**config.mk**
```make
export PLATFORM = sky130hd
export DESIGN_NAME = wcfgt_top
export DESIGN_NICKNAME = d
export VERILOG_FILES = /design/src/wcfgt_pkg.sv /design/src/wcfgt_top.sv
export SDC_FILE = /design/constraint.sdc
export NUM_CORES = 1
export LEC_CHECK = 0
export BUFFER_PORTS_ARGS = -buffer_cell sky130_fd_sc_hd__buf_2
export CAP_MARGIN = 25
export CORE_MARGIN = 5
export CORE_UTILIZATION = 35
export CTS_BUF_LIST = sky130_fd_sc_hd__clkbuf_4
export CTS_CLUSTER_DIAMETER = 150
export DETAILED_ROUTE_END_ITERATION = 10
export SLEW_MARGIN = 10
export SYNTH_ARGS = -nofsm -noshare
export SYNTH_HDL_FRONTEND = slang
export SYNTH_SLANG_ARGS = --single-unit
```
**constraint.sdc**
```tcl
create_clock -name ref_clk_i -period 34.4 [get_ports ref_clk_i]
set_clock_uncertainty 0.1 [all_clocks]
set_input_delay 6.88 -clock ref_clk_i [delete_from_list [all_inputs] [get_ports ref_clk_i]]
set_output_delay 6.88 -clock ref_clk_i [all_outputs]
set_load 0.02 [all_outputs]
```
**src/wcfgt_pkg.sv**
```systemverilog
// Constants, register map and state codes for the washer timing block
`default_nettype none
package wcfgt_pkg;
  // Clock and one-second tick
  localparam int unsigned CLK_HZ   = 250000000;
  localparam int unsigned TICK_S   = 1;
  localparam int unsigned TICK_CYC = CLK_HZ * TICK_S;
  // Register byte offsets
  localparam logic [7:0] A_CFG   = 8'h00;
  localparam logic [7:0] A_DRAIN = 8'h04;
  localparam logic [7:0] A_FILLT = 8'h08;
  localparam logic [7:0] A_FORM  = 8'h0C;
  localparam logic [7:0] A_CSEL  = 8'h10;
  localparam logic [7:0] A_CTIM  = 8'h14;
  localparam logic [7:0] A_CMD   = 8'h18;
  localparam logic [7:0] A_STS   = 8'h1C;
  localparam logic [7:0] A_MSK   = 8'h20;
  localparam logic [7:0] A_STATE = 8'h24;
  localparam logic [7:0] A_VALID = 8'h28;
  localparam logic [7:0] A_RSTR  = 8'h2C;
  // Field positions
  localparam int CFG_SPLIT = 4;
  localparam int C_DRAIN   = 0;
  localparam int C_STOPD   = 1;
  localparam int C_FILL    = 2;
  localparam int C_STOPF   = 3;
  localparam int C_TEMP    = 4;
  localparam int C_FIN     = 6;
  localparam int C_CHEM    = 8;
  // Status bits
  localparam int S_DERR  = 0;
  localparam int S_FTMO  = 1;
  localparam int S_FLONG = 2;
  localparam int S_FDONE = 3;
  localparam int S_XTR   = 4;
  localparam int S_FLUSH = 5;
  localparam int S_RSTR  = 6;
  localparam int NSTS    = 7;
  // Ranges, limits and times in seconds
  localparam logic [2:0]  LANG_MAX   = 3'h6;
  localparam logic [7:0]  DRAIN_MIN  = 8'h1E;
  localparam logic [4:0]  FILLT_MAX  = 5'h14;
  localparam logic [10:0] FILL_ZERO_S = 11'h258;
  localparam logic [7:0]  CHEM_FIX_S = 8'h1E;
  localparam logic [7:0]  CHEM1_DFLT = 8'h1E;
  localparam logic [7:0]  FLUSH_DLY_S = 8'h14;
  localparam logic [7:0]  FLUSH_ON_S = 8'h1E;
  localparam int          N_FORM     = 30;
  localparam int          N_DFLT     = 10;
  // Reset values
  localparam logic [2:0] LANG_RST  = 3'h0;
  localparam logic [7:0] DRAIN_RST = 8'h3C;
  localparam logic [4:0] FILLT_RST = 5'h05;
  // Temperature codes
  localparam logic [1:0] T_COLD  = 2'h2;
  localparam logic [1:0] T_SPLIT = 2'h3;
  // Sequencer states
  typedef enum logic [1:0] {
    F_IDLE = 2'b00, F_RUN = 2'b01, F_ERR = 2'b10
  } wcfgt_fill_t;
  typedef enum logic [1:0] {
    D_IDLE = 2'b00, D_WAIT = 2'b01, D_XTR = 2'b10
  } wcfgt_drain_t;
  typedef enum logic [1:0] {
    L_IDLE = 2'b00, L_DLY = 2'b01, L_ON = 2'b10
  } wcfgt_flush_t;
endpackage : wcfgt_pkg
`default_nettype wire

```
**src/wcfgt_top.sv**
```systemverilog
// Washer timing: config registers, fill, drain, chemicals, restore
//
// Behaviour
// - Language code 0..6 held and driven to the display.
// - One bit picks cold or split fill for every finish step.
// - After drain opens, wait drain delay, then command extract.
// - Drain delay write accepted only within 30..255 seconds.
// - Low level still present at drain expiry raises drain error.
// - Fill timeout holds minutes 0..20; other values refused.
// - Nonzero fill timeout expiry closes valves, turns alert on.
// - Operator acknowledge reopens valves and restarts fill timer.
// - Zero timeout: valves stay open, alert after 10 minutes.
// - Chemicals 2..5 run fixed 30 seconds; only chemical 1 varies.
// - Per-formula chemical 1 time 0..255 s; zero means none.
// - Chemical 1 on for exactly the running formula's time.
// - Every restore sets all chemical 1 times back to 30 s.
// - Option 0 loads formulas 1..10 and clears 11..30.
// - Option 1 loads formulas 1..10, leaves valid flags of 11..30 untouched.
// - On level reached all step chemicals asserted together.
// - Flush starts 20 s after injection ends, lasts 30 s.
`timescale 1ns/1ps
`default_nettype none
module wcfgt_top #(
  parameter int unsigned TICK_CYC = wcfgt_pkg::TICK_CYC
) (
  // Clock, reset, enable
  input  wire logic        ref_clk_i,
  input  wire logic        arst_n_i,
  input  wire logic        ce_i,
  // Avalon-MM slave
  input  wire logic [7:0]  address_i,
  input  wire logic        read_i,
  input  wire logic        write_i,
  input  wire logic [31:0] writedata_i,
  output logic      [31:0] readdata_o,
  output logic             waitrequest_o,
  // Machine inputs
  input  wire logic        low_level_i,
  input  wire logic        level_ok_i,
  input  wire logic        op_ack_i,
  // Machine outputs
  output logic      [2:0]  lang_o,
  output logic             hot_valve_o,
  output logic             cold_valve_o,
  output logic             drain_o,
  output logic             extract_o,
  output logic             drain_err_o,
  output logic             alert_o,
  output logic      [4:0]  chem_o,
  output logic             flush_o,
  output logic             irq_o
);

  ////////////////////////////////////////////////////////////////////
  // Helpers

  function automatic logic f_tick_hit(
    input logic [10:0] cnt,
    input logic [10:0] lim
  );
    f_tick_hit = (cnt + 11'h001) >= lim;
  endfunction : f_tick_hit

  function automatic logic [10:0] f_min2s(input logic [4:0] m);
    f_min2s = {m, 6'h00} - {4'h0, m, 2'h0};
  endfunction : f_min2s

  ////////////////////////////////////////////////////////////////////
  // Reset release

  logic rst_meta_q;
  logic rst_n;

  always_ff @(posedge ref_clk_i or negedge arst_n_i) begin
    if (!arst_n_i) begin
      rst_meta_q <= 1'b0;
      rst_n      <= 1'b0;
    end else begin
      rst_meta_q <= 1'b1;
      rst_n      <= rst_meta_q;
    end
  end

  ////////////////////////////////////////////////////////////////////
  // Declarations

  logic [31:0] tick_cnt_q;
  logic        tick_q;
  logic [2:0]  lang_q;
  logic        split_q;
  logic [7:0]  drain_dly_q;
  logic [4:0]  fillt_q;
  logic [4:0]  form_q;
  logic [4:0]  csel_q;
  logic [7:0]  c1_time_q [wcfgt_pkg::N_FORM];
  logic [29:0] valid_q;
  localparam int NS = wcfgt_pkg::NSTS;
  logic [NS-1:0] sts_q;
  logic [NS-1:0] msk_q;
  logic [4:0]  chem_req_q;
  logic [1:0]  temp_q;
  wcfgt_pkg::wcfgt_fill_t  fst_q;
  wcfgt_pkg::wcfgt_drain_t dst_q;
  wcfgt_pkg::wcfgt_flush_t lst_q;
  logic [10:0] fsec_q;
  logic [7:0]  dsec_q;
  logic [7:0]  c1_cnt_q;
  logic [7:0]  cx_cnt_q;
  logic [7:0]  lcnt_q;
  logic        flong_q;
  logic        chem_any_q;

  ////////////////////////////////////////////////////////////////////
  // Bus decode

  logic req;
  logic acc;
  logic wr;
  logic rd_sts;
  assign req    = read_i | write_i;
  assign acc    = req & ~waitrequest_o;
  assign wr     = write_i & acc;
  assign rd_sts = read_i & acc & (address_i == wcfgt_pkg::A_STS);

  logic w_cfg;
  logic w_drn;
  logic w_flt;
  logic w_frm;
  logic w_csl;
  logic w_ctm;
  logic w_cmd;
  logic w_msk;
  logic w_rst;
  assign w_cfg = wr & (address_i == wcfgt_pkg::A_CFG);
  assign w_drn = wr & (address_i == wcfgt_pkg::A_DRAIN);
  assign w_flt = wr & (address_i == wcfgt_pkg::A_FILLT);
  assign w_frm = wr & (address_i == wcfgt_pkg::A_FORM);
  assign w_csl = wr & (address_i == wcfgt_pkg::A_CSEL);
  assign w_ctm = wr & (address_i == wcfgt_pkg::A_CTIM);
  assign w_cmd = wr & (address_i == wcfgt_pkg::A_CMD);
  assign w_msk = wr & (address_i == wcfgt_pkg::A_MSK);
  assign w_rst = wr & (address_i == wcfgt_pkg::A_RSTR);

  // Out-of-range values are dropped, old setting kept
  logic ok_lang;
  logic ok_drn;
  logic ok_flt;
  logic ok_frm;
  logic ok_csl;
  assign ok_lang = writedata_i[2:0] <= wcfgt_pkg::LANG_MAX;
  assign ok_drn  = (writedata_i[31:8] == 24'h000000)
                 & (writedata_i[7:0] >= wcfgt_pkg::DRAIN_MIN);
  assign ok_flt  = (writedata_i[31:5] == 27'h0000000)
                 & (writedata_i[4:0] <= wcfgt_pkg::FILLT_MAX);
  assign ok_frm  = writedata_i[4:0] < 5'(wcfgt_pkg::N_FORM);
  assign ok_csl  = ok_frm;

  logic cmd_drain;
  logic cmd_stopd;
  logic cmd_fill;
  logic cmd_stopf;
  assign cmd_drain = w_cmd & writedata_i[wcfgt_pkg::C_DRAIN];
  assign cmd_stopd = w_cmd & writedata_i[wcfgt_pkg::C_STOPD];
  assign cmd_fill  = w_cmd & writedata_i[wcfgt_pkg::C_FILL];
  assign cmd_stopf = w_cmd & writedata_i[wcfgt_pkg::C_STOPF];

  // Finish steps take cold or split from the config bit
  logic [1:0] temp_new;
  assign temp_new = writedata_i[wcfgt_pkg::C_FIN]
                  ? (split_q ? wcfgt_pkg::T_SPLIT : wcfgt_pkg::T_COLD)
                  : writedata_i[wcfgt_pkg::C_TEMP +: 2];

  logic [31:0] rdata;
  always_comb begin
    rdata = 32'h00000000;
    unique case (address_i)
      wcfgt_pkg::A_CFG:   rdata = {27'h0, split_q, 1'b0, lang_q};
      wcfgt_pkg::A_DRAIN: rdata = {24'h0, drain_dly_q};
      wcfgt_pkg::A_FILLT: rdata = {27'h0, fillt_q};
      wcfgt_pkg::A_FORM:  rdata = {27'h0, form_q};
      wcfgt_pkg::A_CSEL:  rdata = {27'h0, csel_q};
      wcfgt_pkg::A_CTIM:  rdata = {24'h0, c1_time_q[csel_q]};
      wcfgt_pkg::A_STS:   rdata = {25'h0, sts_q};
      wcfgt_pkg::A_MSK:   rdata = {25'h0, msk_q};
      wcfgt_pkg::A_STATE: rdata = {20'h0, flush_o, chem_o,
                                   lst_q, dst_q, fst_q};
      wcfgt_pkg::A_VALID: rdata = {2'h0, valid_q};
      default:            rdata = 32'h00000000;
    endcase
  end

  // One wait state: data latched, then waitrequest drops one cycle
  always_ff @(posedge ref_clk_i or negedge rst_n) begin
    if (!rst_n) begin
      waitrequest_o <= 1'b1;
      readdata_o    <= 32'h00000000;
    end else if (ce_i) begin
      waitrequest_o <= ~(req & waitrequest_o);
      if (req & waitrequest_o) begin
        readdata_o <= rdata;
      end
    end
  end

  ////////////////////////////////////////////////////////////////////
  // Second tick, restarted at injection start so pulses are exact

  logic chem_fire;
  always_ff @(posedge ref_clk_i or negedge rst_n) begin
    if (!rst_n) begin
      tick_cnt_q <= 32'h00000000;
      tick_q     <= 1'b0;
    end else if (ce_i) begin
      tick_q     <= ~chem_fire & (tick_cnt_q == TICK_CYC - 1);
      // Restart one count ahead so an N second pulse is N ticks long
      tick_cnt_q <= chem_fire ? 32'h00000001
                  : (tick_cnt_q == TICK_CYC - 1) ? 32'h00000000
                  : tick_cnt_q + 32'h00000001;
    end
  end

  ////////////////////////////////////////////////////////////////////
  // Configuration registers

  always_ff @(posedge ref_clk_i or negedge rst_n) begin
    if (!rst_n) begin
      lang_q      <= wcfgt_pkg::LANG_RST;
      split_q     <= 1'b0;
      drain_dly_q <= wcfgt_pkg::DRAIN_RST;
      fillt_q     <= wcfgt_pkg::FILLT_RST;
      form_q      <= 5'h00;
      csel_q      <= 5'h00;
      msk_q       <= '0;
    end else if (ce_i) begin
      if (w_cfg & ok_lang) begin
        lang_q  <= writedata_i[2:0];
      end
      if (w_cfg) begin
        split_q <= writedata_i[wcfgt_pkg::CFG_SPLIT];
      end
      if (w_drn & ok_drn) begin
        drain_dly_q <= writedata_i[7:0];
      end
      if (w_flt & ok_flt) begin
        fillt_q <= writedata_i[4:0];
      end
      if (w_frm & ok_frm) begin
        form_q <= writedata_i[4:0];
      end
      if (w_csl & ok_csl) begin
        csel_q <= writedata_i[4:0];
      end
      if (w_msk) begin
        msk_q <= writedata_i[NS-1:0];
      end
    end
  end

  // Formula store; restore completes in one cycle
  always_ff @(posedge ref_clk_i or negedge rst_n) begin
    if (!rst_n) begin
      for (int i = 0; i < wcfgt_pkg::N_FORM; i++) begin
        c1_time_q[i] <= wcfgt_pkg::CHEM1_DFLT;
      end
      valid_q <= '0;
    end else if (ce_i) begin
      if (w_rst) begin
        for (int i = 0; i < wcfgt_pkg::N_FORM; i++) begin
          c1_time_q[i] <= wcfgt_pkg::CHEM1_DFLT;
          if (i < wcfgt_pkg::N_DFLT) begin
            valid_q[i] <= 1'b1;
          end else if (!writedata_i[0]) begin
            valid_q[i] <= 1'b0;
          end
        end
      end else if (w_ctm) begin
        c1_time_q[csel_q] <= writedata_i[7:0];
        valid_q[csel_q]   <= 1'b1;
      end
    end
  end

  ////////////////////////////////////////////////////////////////////
  // Fill sequencer

  logic [10:0] fill_lim;
  logic        tmo_zero;
  logic        fill_done;
  assign tmo_zero  = fillt_q == 5'h00;
  assign fill_lim  = tmo_zero ? wcfgt_pkg::FILL_ZERO_S
                              : f_min2s(fillt_q);
  assign fill_done = (fst_q == wcfgt_pkg::F_RUN) & level_ok_i;
  assign chem_fire = fill_done & ~cmd_stopf;

  logic ev_ftmo;
  logic ev_flong;
  assign ev_ftmo  = (fst_q == wcfgt_pkg::F_RUN) & ~level_ok_i
                  & tick_q & ~tmo_zero & f_tick_hit(fsec_q, fill_lim);
  assign ev_flong = (fst_q == wcfgt_pkg::F_RUN) & ~level_ok_i
                  & tick_q & tmo_zero & ~flong_q
                  & f_tick_hit(fsec_q, fill_lim);

  always_ff @(posedge ref_clk_i or negedge rst_n) begin
    if (!rst_n) begin
      fst_q   <= wcfgt_pkg::F_IDLE;
      fsec_q  <= 11'h000;
      flong_q <= 1'b0;
      temp_q  <= 2'h0;
    end else if (ce_i) begin
      unique case (fst_q)
        wcfgt_pkg::F_IDLE: begin
          if (cmd_fill) begin
            fst_q   <= wcfgt_pkg::F_RUN;
            temp_q  <= temp_new;
            fsec_q  <= 11'h000;
            flong_q <= 1'b0;
          end
        end
        wcfgt_pkg::F_RUN: begin
          if (cmd_stopf | level_ok_i) begin
            fst_q <= wcfgt_pkg::F_IDLE;
          end else if (ev_ftmo) begin
            fst_q <= wcfgt_pkg::F_ERR;
          end else if (ev_flong) begin
            flong_q <= 1'b1;
          end else if (op_ack_i & flong_q) begin
            flong_q <= 1'b0;
            fsec_q  <= 11'h000;
          end else if (tick_q & ~flong_q) begin
            fsec_q <= fsec_q + 11'h001;
          end
        end
        wcfgt_pkg::F_ERR: begin
          if (cmd_stopf) begin
            fst_q <= wcfgt_pkg::F_IDLE;
          end else if (op_ack_i) begin
            fst_q  <= wcfgt_pkg::F_RUN;
            fsec_q <= 11'h000;
          end
        end
        default: fst_q <= wcfgt_pkg::F_IDLE;
      endcase
    end
  end

  ////////////////////////////////////////////////////////////////////
  // Drain sequencer

  logic drn_exp;
  assign drn_exp = (dst_q == wcfgt_pkg::D_WAIT) & tick_q
                 & f_tick_hit({3'h0, dsec_q}, {3'h0, drain_dly_q});

  always_ff @(posedge ref_clk_i or negedge rst_n) begin
    if (!rst_n) begin
      dst_q  <= wcfgt_pkg::D_IDLE;
      dsec_q <= 8'h00;
    end else if (ce_i) begin
      if (cmd_stopd) begin
        dst_q <= wcfgt_pkg::D_IDLE;
      end else if (cmd_drain) begin
        dst_q  <= wcfgt_pkg::D_WAIT;
        dsec_q <= 8'h00;
      end else if (drn_exp) begin
        dst_q <= wcfgt_pkg::D_XTR;
      end else if ((dst_q == wcfgt_pkg::D_WAIT) & tick_q) begin
        dsec_q <= dsec_q + 8'h01;
      end
    end
  end

  ////////////////////////////////////////////////////////////////////
  // Chemical injection and manifold flush

  logic [7:0] c1_run;
  logic [4:0] chem_d;
  logic       chem_any_d;
  assign c1_run = c1_time_q[form_q];
  assign chem_any_d = |chem_d;

  always_comb begin
    chem_d = chem_o;
    if (tick_q & (c1_cnt_q == 8'h01)) begin
      chem_d[0] = 1'b0;
    end
    if (tick_q & (cx_cnt_q == 8'h01)) begin
      chem_d[4:1] = 4'h0;
    end
    if (chem_fire) begin
      chem_d[0]   = chem_req_q[0] & (c1_run != 8'h00);
      chem_d[4:1] = chem_req_q[4:1];
    end
  end

  always_ff @(posedge ref_clk_i or negedge rst_n) begin
    if (!rst_n) begin
      chem_req_q <= 5'h00;
      c1_cnt_q   <= 8'h00;
      cx_cnt_q   <= 8'h00;
      chem_any_q <= 1'b0;
    end else if (ce_i) begin
      chem_any_q <= chem_any_d;
      if (cmd_fill) begin
        chem_req_q <= writedata_i[wcfgt_pkg::C_CHEM +: 5];
      end
      if (chem_fire) begin
        c1_cnt_q <= c1_run;
        cx_cnt_q <= wcfgt_pkg::CHEM_FIX_S;
      end else if (tick_q) begin
        c1_cnt_q <= (c1_cnt_q == 8'h00) ? 8'h00 : c1_cnt_q - 8'h01;
        cx_cnt_q <= (cx_cnt_q == 8'h00) ? 8'h00 : cx_cnt_q - 8'h01;
      end
    end
  end

  // A new injection while flushing restarts the flush cycle
  logic inj_end;
  logic flush_end;
  assign inj_end   = chem_any_q & ~chem_any_d;
  assign flush_end = (lst_q == wcfgt_pkg::L_ON) & tick_q
                   & (lcnt_q == 8'h01);

  always_ff @(posedge ref_clk_i or negedge rst_n) begin
    if (!rst_n) begin
      lst_q  <= wcfgt_pkg::L_IDLE;
      lcnt_q <= 8'h00;
    end else if (ce_i) begin
      if (inj_end) begin
        lst_q  <= wcfgt_pkg::L_DLY;
        lcnt_q <= wcfgt_pkg::FLUSH_DLY_S;
      end else if (chem_any_d) begin
        lst_q <= wcfgt_pkg::L_IDLE;
      end else if (tick_q & (lcnt_q == 8'h01)) begin
        lst_q  <= (lst_q == wcfgt_pkg::L_DLY)
                ? wcfgt_pkg::L_ON : wcfgt_pkg::L_IDLE;
        lcnt_q <= wcfgt_pkg::FLUSH_ON_S;
      end else if (tick_q & (lcnt_q != 8'h00)) begin
        lcnt_q <= lcnt_q - 8'h01;
      end
    end
  end

  ////////////////////////////////////////////////////////////////////
  // Status, interrupt, outputs

  logic [NS-1:0] ev;
  logic          derr_ev;
  assign derr_ev         = drn_exp & ~cmd_stopd & ~cmd_drain
                         & low_level_i;
  assign ev[wcfgt_pkg::S_DERR]  = derr_ev;
  assign ev[wcfgt_pkg::S_FTMO]  = ev_ftmo & ~cmd_stopf;
  assign ev[wcfgt_pkg::S_FLONG] = ev_flong & ~cmd_stopf;
  assign ev[wcfgt_pkg::S_FDONE] = chem_fire;
  assign ev[wcfgt_pkg::S_XTR]   = drn_exp & ~cmd_stopd & ~cmd_drain;
  assign ev[wcfgt_pkg::S_FLUSH] = flush_end;
  assign ev[wcfgt_pkg::S_RSTR]  = w_rst;

  // Set beats the read-clear in the same cycle
  logic [NS-1:0] sts_d;
  // Only bits the read returned are cleared, so no event is lost
  assign sts_d = (sts_q & ~({NS{rd_sts}} & readdata_o[NS-1:0])) | ev;

  logic alert_d;
  assign alert_d = (fst_q == wcfgt_pkg::F_ERR) & ~op_ack_i
                 & ~cmd_stopf
                 | ev_ftmo & ~cmd_stopf
                 | (fst_q == wcfgt_pkg::F_RUN) & ~level_ok_i
                 & ~cmd_stopf & ~op_ack_i
                 & (flong_q | ev_flong);

  logic valve_d;
  assign valve_d = (fst_q == wcfgt_pkg::F_RUN) & ~level_ok_i
                 & ~cmd_stopf & ~ev_ftmo
                 | (fst_q == wcfgt_pkg::F_ERR) & op_ack_i
                 & ~cmd_stopf
                 | (fst_q == wcfgt_pkg::F_IDLE) & cmd_fill;

  logic [1:0] temp_d;
  assign temp_d = (fst_q == wcfgt_pkg::F_IDLE) ? temp_new : temp_q;

  always_ff @(posedge ref_clk_i or negedge rst_n) begin
    if (!rst_n) begin
      sts_q        <= '0;
      irq_o        <= 1'b0;
      lang_o       <= wcfgt_pkg::LANG_RST;
      hot_valve_o  <= 1'b0;
      cold_valve_o <= 1'b0;
      drain_o      <= 1'b0;
      extract_o    <= 1'b0;
      drain_err_o  <= 1'b0;
      alert_o      <= 1'b0;
      chem_o       <= 5'h00;
      flush_o      <= 1'b0;
    end else if (ce_i) begin
      sts_q        <= sts_d;
      irq_o        <= |(sts_d & msk_q);
      lang_o       <= (w_cfg & ok_lang) ? writedata_i[2:0] : lang_q;
      hot_valve_o  <= valve_d & temp_d[0];
      cold_valve_o <= valve_d & temp_d[1];
      drain_o      <= ~cmd_stopd & (cmd_drain
                    | (dst_q != wcfgt_pkg::D_IDLE));
      extract_o    <= ~cmd_stopd & ~cmd_drain
                    & ((dst_q == wcfgt_pkg::D_XTR) | drn_exp);
      drain_err_o  <= ~cmd_stopd & ~cmd_drain
                    & (drain_err_o | derr_ev);
      alert_o      <= alert_d;
      chem_o       <= chem_d;
      flush_o      <= ~inj_end & ~chem_any_d
                    & ((lst_q == wcfgt_pkg::L_ON) & ~flush_end
                    | (lst_q == wcfgt_pkg::L_DLY) & tick_q
                    & (lcnt_q == 8'h01));
    end
  end

  // Pulse length on chemical 1 is the formula code for the supplier

endmodule : wcfgt_top
`default_nettype wire
```
# Word-level counts from Yosys, hierarchy flattened
# Cells that the tools add are included.
dict set report word_totals {
  regBits 450
  in_bits 48
  word_cells 335
}
dict set report classes {
  add_sub_neg 8
  order_cmp 11
  eq_ne 34
  mux 68
  bitwise_logic 105
  reduce_logical 42
}
# operator n
set ops {}
lappend ops {{$mux 240} 2}
lappend ops {{$pmux 30 s10} 1}
lappend ops {{$bwmux 240} 1}
lappend ops {{$mux 8} 18}
lappend ops {{$mux 11} 9}
lappend ops {{$bmux 8 s5} 2}
lappend ops {{$and 1x1->1} 72}
lappend ops {{$mux 32} 2}
lappend ops {{$mux 30} 2}
lappend ops {{$demux 8 s5} 1}
lappend ops {{$pmux 11 s3} 1}
lappend ops {{$add 32x1->32 const B} 1}
lappend ops {{$eq 32x28->1 const B} 1}
lappend ops {{$eq 8x5->1 const B} 4}
lappend ops {{$eq 8x6->1 const B} 4}
lappend ops {{$or 30x30->30} 1}
lappend ops {{$mux 2} 14}
lappend ops {{$logic_not 27->1} 1}
lappend ops {{$reduce_and 2->1} 13}
lappend ops {{$eq 8x1->1 const B} 3}
lappend ops {{$logic_not 24->1} 1}
lappend ops {{$logic_not 8->1} 3}
lappend ops {{$sub 8x1->8 const B} 3}
lappend ops {{$and 7x7->7} 3}
lappend ops {{47 further kinds} 105}

# Longest topological paths before layout
# Gate-level depths: netlist (run 1).
dict set report depth {
  depth_word 14
  mapped_depth 16
  ltp_nobuf 15
}

# Worst setup path after synthesis (run 1)
# No wires, ideal clock.
dict set report synth_path {
  kind {input-to-reg}
  from {input address_i[5]}
  to {register fsec_q[2]}
  arrival_time_ps 8933
  setup_slack_ps 25239
  path_stages 9
  path_buffers 2
  cell_sequence {nor4b_1 > and3_1 > buf_2 > nand3_1 > o21ai_0 > o211ai_1 > or3_1 > clkbuf_1 > mux2_1}
}
dict set report synth_between {
  elab_chain_cells 6
  word_cells_on_any_way 9
}
# item line
set synth_rtl {}
lappend synth_rtl {{start: declaration} wcfgt_top.sv:31} ;# input wire logic [7:0] address_i,
lappend synth_rtl {{$eq 8x5->1 *} wcfgt_top.sv:140} ;# assign w_cmd = wr & (address_i == wcfgt_pkg::A_CMD);
lappend synth_rtl {{$and 1x1->1 *} wcfgt_top.sv:140}
lappend synth_rtl {{$and 1x1->1} wcfgt_top.sv:165} ;# assign cmd_stopf = w_cmd & writedata_i[wcfgt_pkg::C_STOPF];
lappend synth_rtl {{$or 1x1->1} wcfgt_top.sv:320} ;# if (cmd_stopf | level_ok_i) begin
lappend synth_rtl {{$ne 2x2->1 (no line)} --}
lappend synth_rtl {{$reduce_and 9->1 (no line) *} --}
lappend synth_rtl {{end signal: assignment} wcfgt_top.sv:330} ;# fsec_q <= fsec_q + 11'h001;
lappend synth_rtl {{end: declaration} wcfgt_top.sv:105} ;# logic [10:0] fsec_q;
# Every way passes the cells marked *; elsewhere a longest branch is shown, timed or not.
# A chain may end at the register's enable or synchronous reset.

# Final worst setup path (run 1)
dict set report layout_path {
  from {input address_i[5]}
  to {register c1_time_q[111] (netlist name)}
}
dict set report layout_between {
  elab_chain_cells 4
  word_cells_on_any_way 7
}
# item line
set layout_rtl {}
lappend layout_rtl {{$eq 8x5->1 or $eq 8x6->1 (tied branches)} {wcfgt_top.sv:139, wcfgt_top.sv:142}}
lappend layout_rtl {{$and 1x1->1 (on tied branches)} {wcfgt_top.sv:139, wcfgt_top.sv:142}}
lappend layout_rtl {{$reduce_bool 2->1 (no line)} --}
lappend layout_rtl {{$reduce_and 2->1 (no line)} --}
lappend layout_rtl {{end signal: indexed assignment} wcfgt_top.sv:263} ;# c1_time_q[i] <= wcfgt_pkg::CHEM1_DFLT;
lappend layout_rtl {{end signal: indexed assignment} wcfgt_top.sv:269} ;# c1_time_q[i] <= wcfgt_pkg::CHEM1_DFLT;
lappend layout_rtl {{end signal: indexed assignment} wcfgt_top.sv:277} ;# c1_time_q[csel_q] <= writedata_i[7:0];
lappend layout_rtl {{end: declaration} wcfgt_top.sv:95} ;# logic [7:0] c1_time_q [wcfgt_pkg::N_FORM];
# Several ways; a longest one is shown, not always the timed one.

==> results of run 1 <==
cell type report:
type / instances / area, um^2
fillers: 6692 / 41400
diodes: 6 / 15.0
repair buffers: 127 / 815
flip-flops and latches: 448 / 11400
inverters: 37 / 139
clock buffers: 172 / 1290
well taps: 882 / 1100
multi-input cells: 1786 / 11900
clock inverters: 47 / 249
cells by family after synthesis:
logic type | synth area share
muxes | 0.126
adders and majority gates | 0.0151
other | 0.000312
xor gates and xnor gates | 0.0128
and+or+nand+nor | 0.159
AOI/OAI and AO/OA | 0.181
DFF | 0.473
buffers and inverters | 0.0327
power breakdown:
group	switching, mW	internal (mW)
logic	0.0685	0.0334
clock network	0.238	0.245
registers	0.0191	0.541
how the worst min path moves through the flow:
stage                     slack (ns)               to                  from
after global routing            0.25  rst_n$_DFF_PN0_  rst_meta_q$_DFF_PN0_
after CTS                       0.25  rst_n$_DFF_PN0_  rst_meta_q$_DFF_PN0_
after detailed placement        0.24  rst_n$_DFF_PN0_  rst_meta_q$_DFF_PN0_
final                           0.25  rst_n$_DFF_PN0_  rst_meta_q$_DFF_PN0_
after global placement          0.23  rst_n$_DFF_PN0_  rst_meta_q$_DFF_PN0_
after floorplan                 0.23  rst_n$_DFF_PN0_  rst_meta_q$_DFF_PN0_
worst reg2reg max path, stage by stage (launching register included):
cell       delay, ns
dfrtp_1         0.45
inv_1           0.11
ha_1            0.25
nand2b_1        0.13
nor3_1          0.64
nor2_1          0.11
ha_1            0.30
a21bo_1         0.19
a21o_1          0.17
a21o_1          0.17
a21o_1          0.17
a2111oi_0       0.39
o21a_1          0.24
o211ai_1        0.31
or3_1           0.65
mux2_1          0.36
sequential cells by signal, summed over array words and instances, names as in the netlist, 7 cells and up:
name,cells
fsec_q,11
msk_q,7
lcnt_q,8
drain_dly_q,8
c1_time_q,240
valid_q,30
dsec_q,8
tick_cnt_q,32
cx_cnt_q,8
readdata_o,30
c1_cnt_q,8
sts_q,7
per-layer routing:
layer  global-route usage  vias up
met5                    0        -
met4               0.0703        4
met3               0.0522      197
met2                0.331     1055
met1                0.285    10387
li1                     -     9154
metrics by stage:
| step | setup slack (ns) | power [mW] | instance area, um^2 | cells |
|---|---|---|---|---|
| final | 24.68 | 1.14 | 26900 | 3505 |
| after global routing | 24.43 | 1.20 | 26900 | 3505 |
| after CTS | 24.73 | 1.15 | 26800 | 3494 |
| after detailed placement | 23.76 | 0.669 | 25300 | 3275 |
| after global placement | 23.93 | 0.666 | 25200 | 3272 |
| after floorplan | 21.11 | 0.635 | 24000 | 2421 |
cells in the final DEF (no fill, tap or decap), types with 23 or more instances in the layout:
master,netlist,final
a22o_1,50,50
mux2i_1,24,24
nand3_1,66,66
a22oi_1,38,38
nand4_1,25,25
nand2b_1,23,23
nor3_1,30,30
mux2_2,31,31
a21oi_1,227,227
clkinv_1,0,35
clkbuf_4,0,172
ha_1,29,29
nand2_1,302,301
o21ai_0,208,208
mux4_2,105,105
inv_1,37,37
dfstp_2,127,127
nor2_1,293,289
buf_4,6,26
dfrtp_1,321,316
buf_2,9,94
==> results.yml, run 1 <==
synthesis:
  netlist_top_cells_area: "dfrtp_1 (33%), dfstp_2 (14%), mux4_2 (9.8%)"
  synth-main-ff-cell: "dfrtp_1"
  yosys.area.top_type: "dfrtp_1"
  netlist.area_leader.share: 0.334
  synth.cells.most_frequent: "dfrtp_1 (321), nand2_1 (302), nor2_1 (293), a21oi_1 (227), o21ai_0 (208)"
  synth.cell_area_um2: 24000
  synthMostInstantiatedCell: "dfrtp_1"
  synth_sequential_area_ratio: 0.473
  synth_async_sr_flop_share: 1.00
  synth-edff-count: 0
  mapped_cells: 2420
  synth.avg_cell_area_um2: 9.93
  yosysWarningCount: 0
  synthDistinctLibCells: 82
  number_of_register_bits_inferred_by_synthesis: 448
sta:
  hold_violations: 0
  maxSlewHeadroom: 0.249
  timing.setup.tns_ns: 0
  final.period_utilization: 0.282
  setup_viol_count_final: 0
  maxSlewViolCount: 0
  layout_min_cycle_time_ns: 9.72
  final.hold.worst_slack_ns: 0.248
  unrepaired_setup_endpoints_after_global_routing: "no"
  tightest_slew_ns: 1.12
  fmax_ghz: 0.103
worst_hold_path:
  whs_path_depth: 0
  hp-class: "reg -> reg"
clocking:
  tritoncts: "done"
  cts.repair_timing.setup_buffer_count: 0
  cts_max_level: 3
  clock_tree.root_cell: "clkbuf_4"
  cts_repair_resize_count: 0
  clk_transition_reported_paths_ns: 0.07
  cts_hold_buffers: 0
  num_cts_buffers: 119
  clock_sink_count: 448
  worst_skew_late_latency_ns: 0.92
  clock_path_buffers: 3
run_status:
  status: "complete, no violations"
worst_setup_path:
  timing.critical_path.from_type: "input port"
  endpoint: "c1_time_q[111]$_DFFE_PN0P_"
  reg2regPathDepth: 15
  reg2reg_to: "fsec_q[2]$_DFFE_PN0P_"
  worstPathBufferInverterCount: 2
  path_class: "in -> reg"
  reg2reg_from: "fillt_q[1]$_DFFE_PN0P_"
  crit_path_max_fanout: 75
  slowest_stage: "nand2_1"
  timing.critical_path.depth: 7
  arrival_ns: 10.41
  rrSetupSlack_ns: 29.56
  worst_ep_required_time_ns: 35.09
  crit_path_end_kind: "flip-flop"
  timing.critical_path.max_delay_family: "simple AND/OR/NAND/NOR gates"
  worst_setup_path_startpoint: "address_i[5]"
  crit_path_cell_trace: "buf_2 -> or4b_1 -> nor2_1 -> o21a_2 -> buf_4 -> nand2_1 -> o21ai_0"
  critical-path-max-stage-delay_ns: 0.81
grt:
  antenna_found_initial: 4
  grt_first_pass_wirelength_mm: 123
  first_global_vias: 20631
  groute.usage.overall: 0.210
  grt_start_max_net_pins: 199
  globalRoute.totalOverflow: 0
placement:
  dp_hpwl_mm: 53.7
  io_buffers: 94
  finalWeightedCongestion: 0.897
floorplanning:
  floorplan.initialDensity: 0.352
  rows: 96
  floorplan.die.height_um: 272
  boundaryPins: 97
  core_region_area_um2: 68300
  die_area_um2: 74000
  die_width_um: 272
finish:
  layout-drive-gt1-share: 0.233
  layout-area-overhead-vs-synth_pct: 12.0
  finish.utilization: 0.394
  post_layout_nets: 2596
route:
  met3_wirelength_mm: 7.35
  post_drt_via_cell_ratio: 5.93
  detailedRoute.firstPassIterationCount: 9
  dr_total_vias: 20797
  met2_length_mm: 36.3
  drc: 0
  wire_per_inst_um: 22.6
  top_layer_used: "met5"
  detail_route.wirelength_mm: 79.2
  ant_nets: 0
  m1WireLength_mm: 33.0
  drt-initial-drc-count: 2305
power:
  vdd.ir_drop.worst_mv: 0.0289
  power.static_leakage_nw: 11.3
  power_per_cell_area_nw_per_um2: 42.5
job:
  timing.max_cap.violations: 0
(Power assumes the default switching activity.)
==> run 2, diff against run 1 <==
==> constraint.sdc (replaced) <==
create_clock -name ref_clk_i -period 9.5 [get_ports ref_clk_i]
set_clock_uncertainty 0.1 [all_clocks]
set_input_delay 1.9 -clock ref_clk_i [delete_from_list [all_inputs] [get_ports ref_clk_i]]
set_output_delay 1.9 -clock ref_clk_i [all_outputs]
set_load 0.02 [all_outputs]
==> results.yml, run 2 (synthesized netlist as in run 1, its figures left out) <==
floorplanning:
  core_region_area_um2: 68300
  rows: 96
  floorplan.die.height_um: 272
  floorplan.initialDensity: 0.352
  die_area_um2: 74000
  boundaryPins: 97
  die_width_um: 272
clocking:
  cts.repair_timing.setup_buffer_count: 0
  worst_skew_late_latency_ns: 0.92
  cts_hold_buffers: 0
  clock_tree.root_cell: "clkbuf_4"
  tritoncts: "done"
  clk_transition_reported_paths_ns: 0.07
  clock_sink_count: 448
  cts_repair_resize_count: 0
  num_cts_buffers: 121
  cts_max_level: 3
  clock_path_buffers: 3
grt:
  grt_busiest_layer: "met2"
  grt_start_max_net_pins: 175
  first_global_vias: 20739
  antenna_found_initial: 3
  globalRoute.totalOverflow: 0
  use_met2: 0.330
  groute.usage.overall: 0.209
  grt_use_met3: 0.0485
  use_met1: 0.288
  grt_first_pass_wirelength_mm: 123
route:
  drc: 0
  detailedRoute.firstPassIterationCount: 7
  post_drt_via_cell_ratio: 5.98
  wire_per_inst_um: 22.6
  dr_total_vias: 20974
  drt-initial-drc-count: 2328
  ant_nets: 0
  detail_route.wirelength_mm: 79.1
sta:
  hold_violations: 0
  final.period_utilization: 0.512
  unrepaired_setup_endpoints_after_global_routing: "no"
  maxSlewViolCount: 0
  setup_viol_count_final: 0
  maxSlewHeadroom: 0.233
  fmax_ghz: 0.205
  tightest_slew_ns: 1.15
  timing.setup.tns_ns: 0
  layout_min_cycle_time_ns: 4.87
  setup_ws_ns: 4.63
  final.hold.worst_slack_ns: 0.256
power:
  power.static_leakage_nw: 11.3
  power_per_cell_area_nw_per_um2: 154
  vdd.ir_drop.worst_mv: 0.0838
finish:
  layout.cells.most_common_list: "dfrtp_1 (316), nand2_1 (301), nor2_1 (289)"
  post_layout_nets: 2601
  layout-area-overhead-vs-synth_pct: 12.2
  mostFrequentLayoutCell: "dfrtp_1"
  largest_register: "c1_time_q"
  final_cell_area_um2: 27000
  largestRegisters: "c1_time_q: 240 flops, tick_cnt_q: 32 flops"
  layout.filler_cells: 6604
  largest_reg_flops: 240
  layout-drive-gt1-share: 0.234
  finish.utilization: 0.395
worst_setup_path:
  arrival_ns: 5.57
  crit_path_end_kind: "flip-flop"
  timing.critical_path.from_type: "flip-flop"
  rrSetupSlack_ns: 4.63
  crit_path_max_fanout: 11
  path_class: "reg -> reg"
  worst_ep_required_time_ns: 10.20
run_status:
  status: "complete, no violations"
placement:
  dp_hpwl_mm: 53.4
  place_ws_ns: 3.94
  finalWeightedCongestion: 0.925
  postPlaceCellArea_um2: 25300
  io_buffers: 94
worst_hold_path:
  hp-class: "reg -> async"
job:
  timing.max_cap.violations: 0
## run 2: area by class of cell
type	count	area, um^2	area share
well taps	882	1100	0.0409
repair buffers	130	857	0.0318
clock buffers	173	1300	0.0481
inverters	37	139	0.00515
diodes	2	5.00	0.000186
multi-input cells	1786	11900	0.442
clock inverters	49	255	0.00946
flip-flops and latches	448	11400	0.422
## run 2: power by group
group | internal (mW) | total, mW | switching (mW) | leakage, nW
clock | 0.893 | 1.76 | 0.863 | 0.919
sequential | 1.96 | 2.03 | 0.0679 | 5.67
combinational | 0.122 | 0.370 | 0.248 | 4.71
## run 2: worst max-delay path, stage by stage, from the launching register on
cell	delay, ns
dfrtp_1	0.46
inv_1	0.12
ha_1	0.25
nand2b_1	0.11
nor3_1	0.59
nor2_1	0.10
ha_1	0.31
a21bo_1	0.20
a21o_1	0.17
a21o_1	0.17
a21o_1	0.17
a2111oi_0	0.45
o21a_1	0.24
o211ai_1	0.30
or3_1	0.65
mux2_1	0.36
## run 2: metal layers
metal,vias up,routed length (um),part of all wire
li1,9159,-,-
met1,10561,32800,0.41
met2,1070,36400,0.46
met3,184,7380,0.093
met4,0,2520,0.032
met5,-,0,0
## run 2: path summary, 6_finish.rpt
path | cells after the start | end | startpoint
max in group asynchronous | 3 | c1_time_q[168]$_DFFE_PN0P_ | rst_n$_DFF_PN0_
min | 0 | readdata_o[21]$_DFFE_PN0P_ | rst_n$_DFF_PN0_
min reg2reg | 0 | readdata_o[21]$_DFFE_PN0P_ | rst_n$_DFF_PN0_
max reg2reg | 15 | fsec_q[2]$_DFFE_PN0P_ | fillt_q[1]$_DFFE_PN0P_
max | 15 | fsec_q[2]$_DFFE_PN0P_ | fillt_q[1]$_DFFE_PN0P_
min in group ref_clk_i | 0 | rst_n$_DFF_PN0_ | rst_meta_q$_DFF_PN0_
## run 2: metrics by stage
stage / std cells / power (mW)
3_3_place_gp: 3276 / 2.41
2_1_floorplan: 2421 / 2.30
4_1_cts: 3500 / 4.19
3_5_place_dp: 3278 / 2.42
6_report: 3507 / 4.15
5_1_grt: 3507 / 4.35
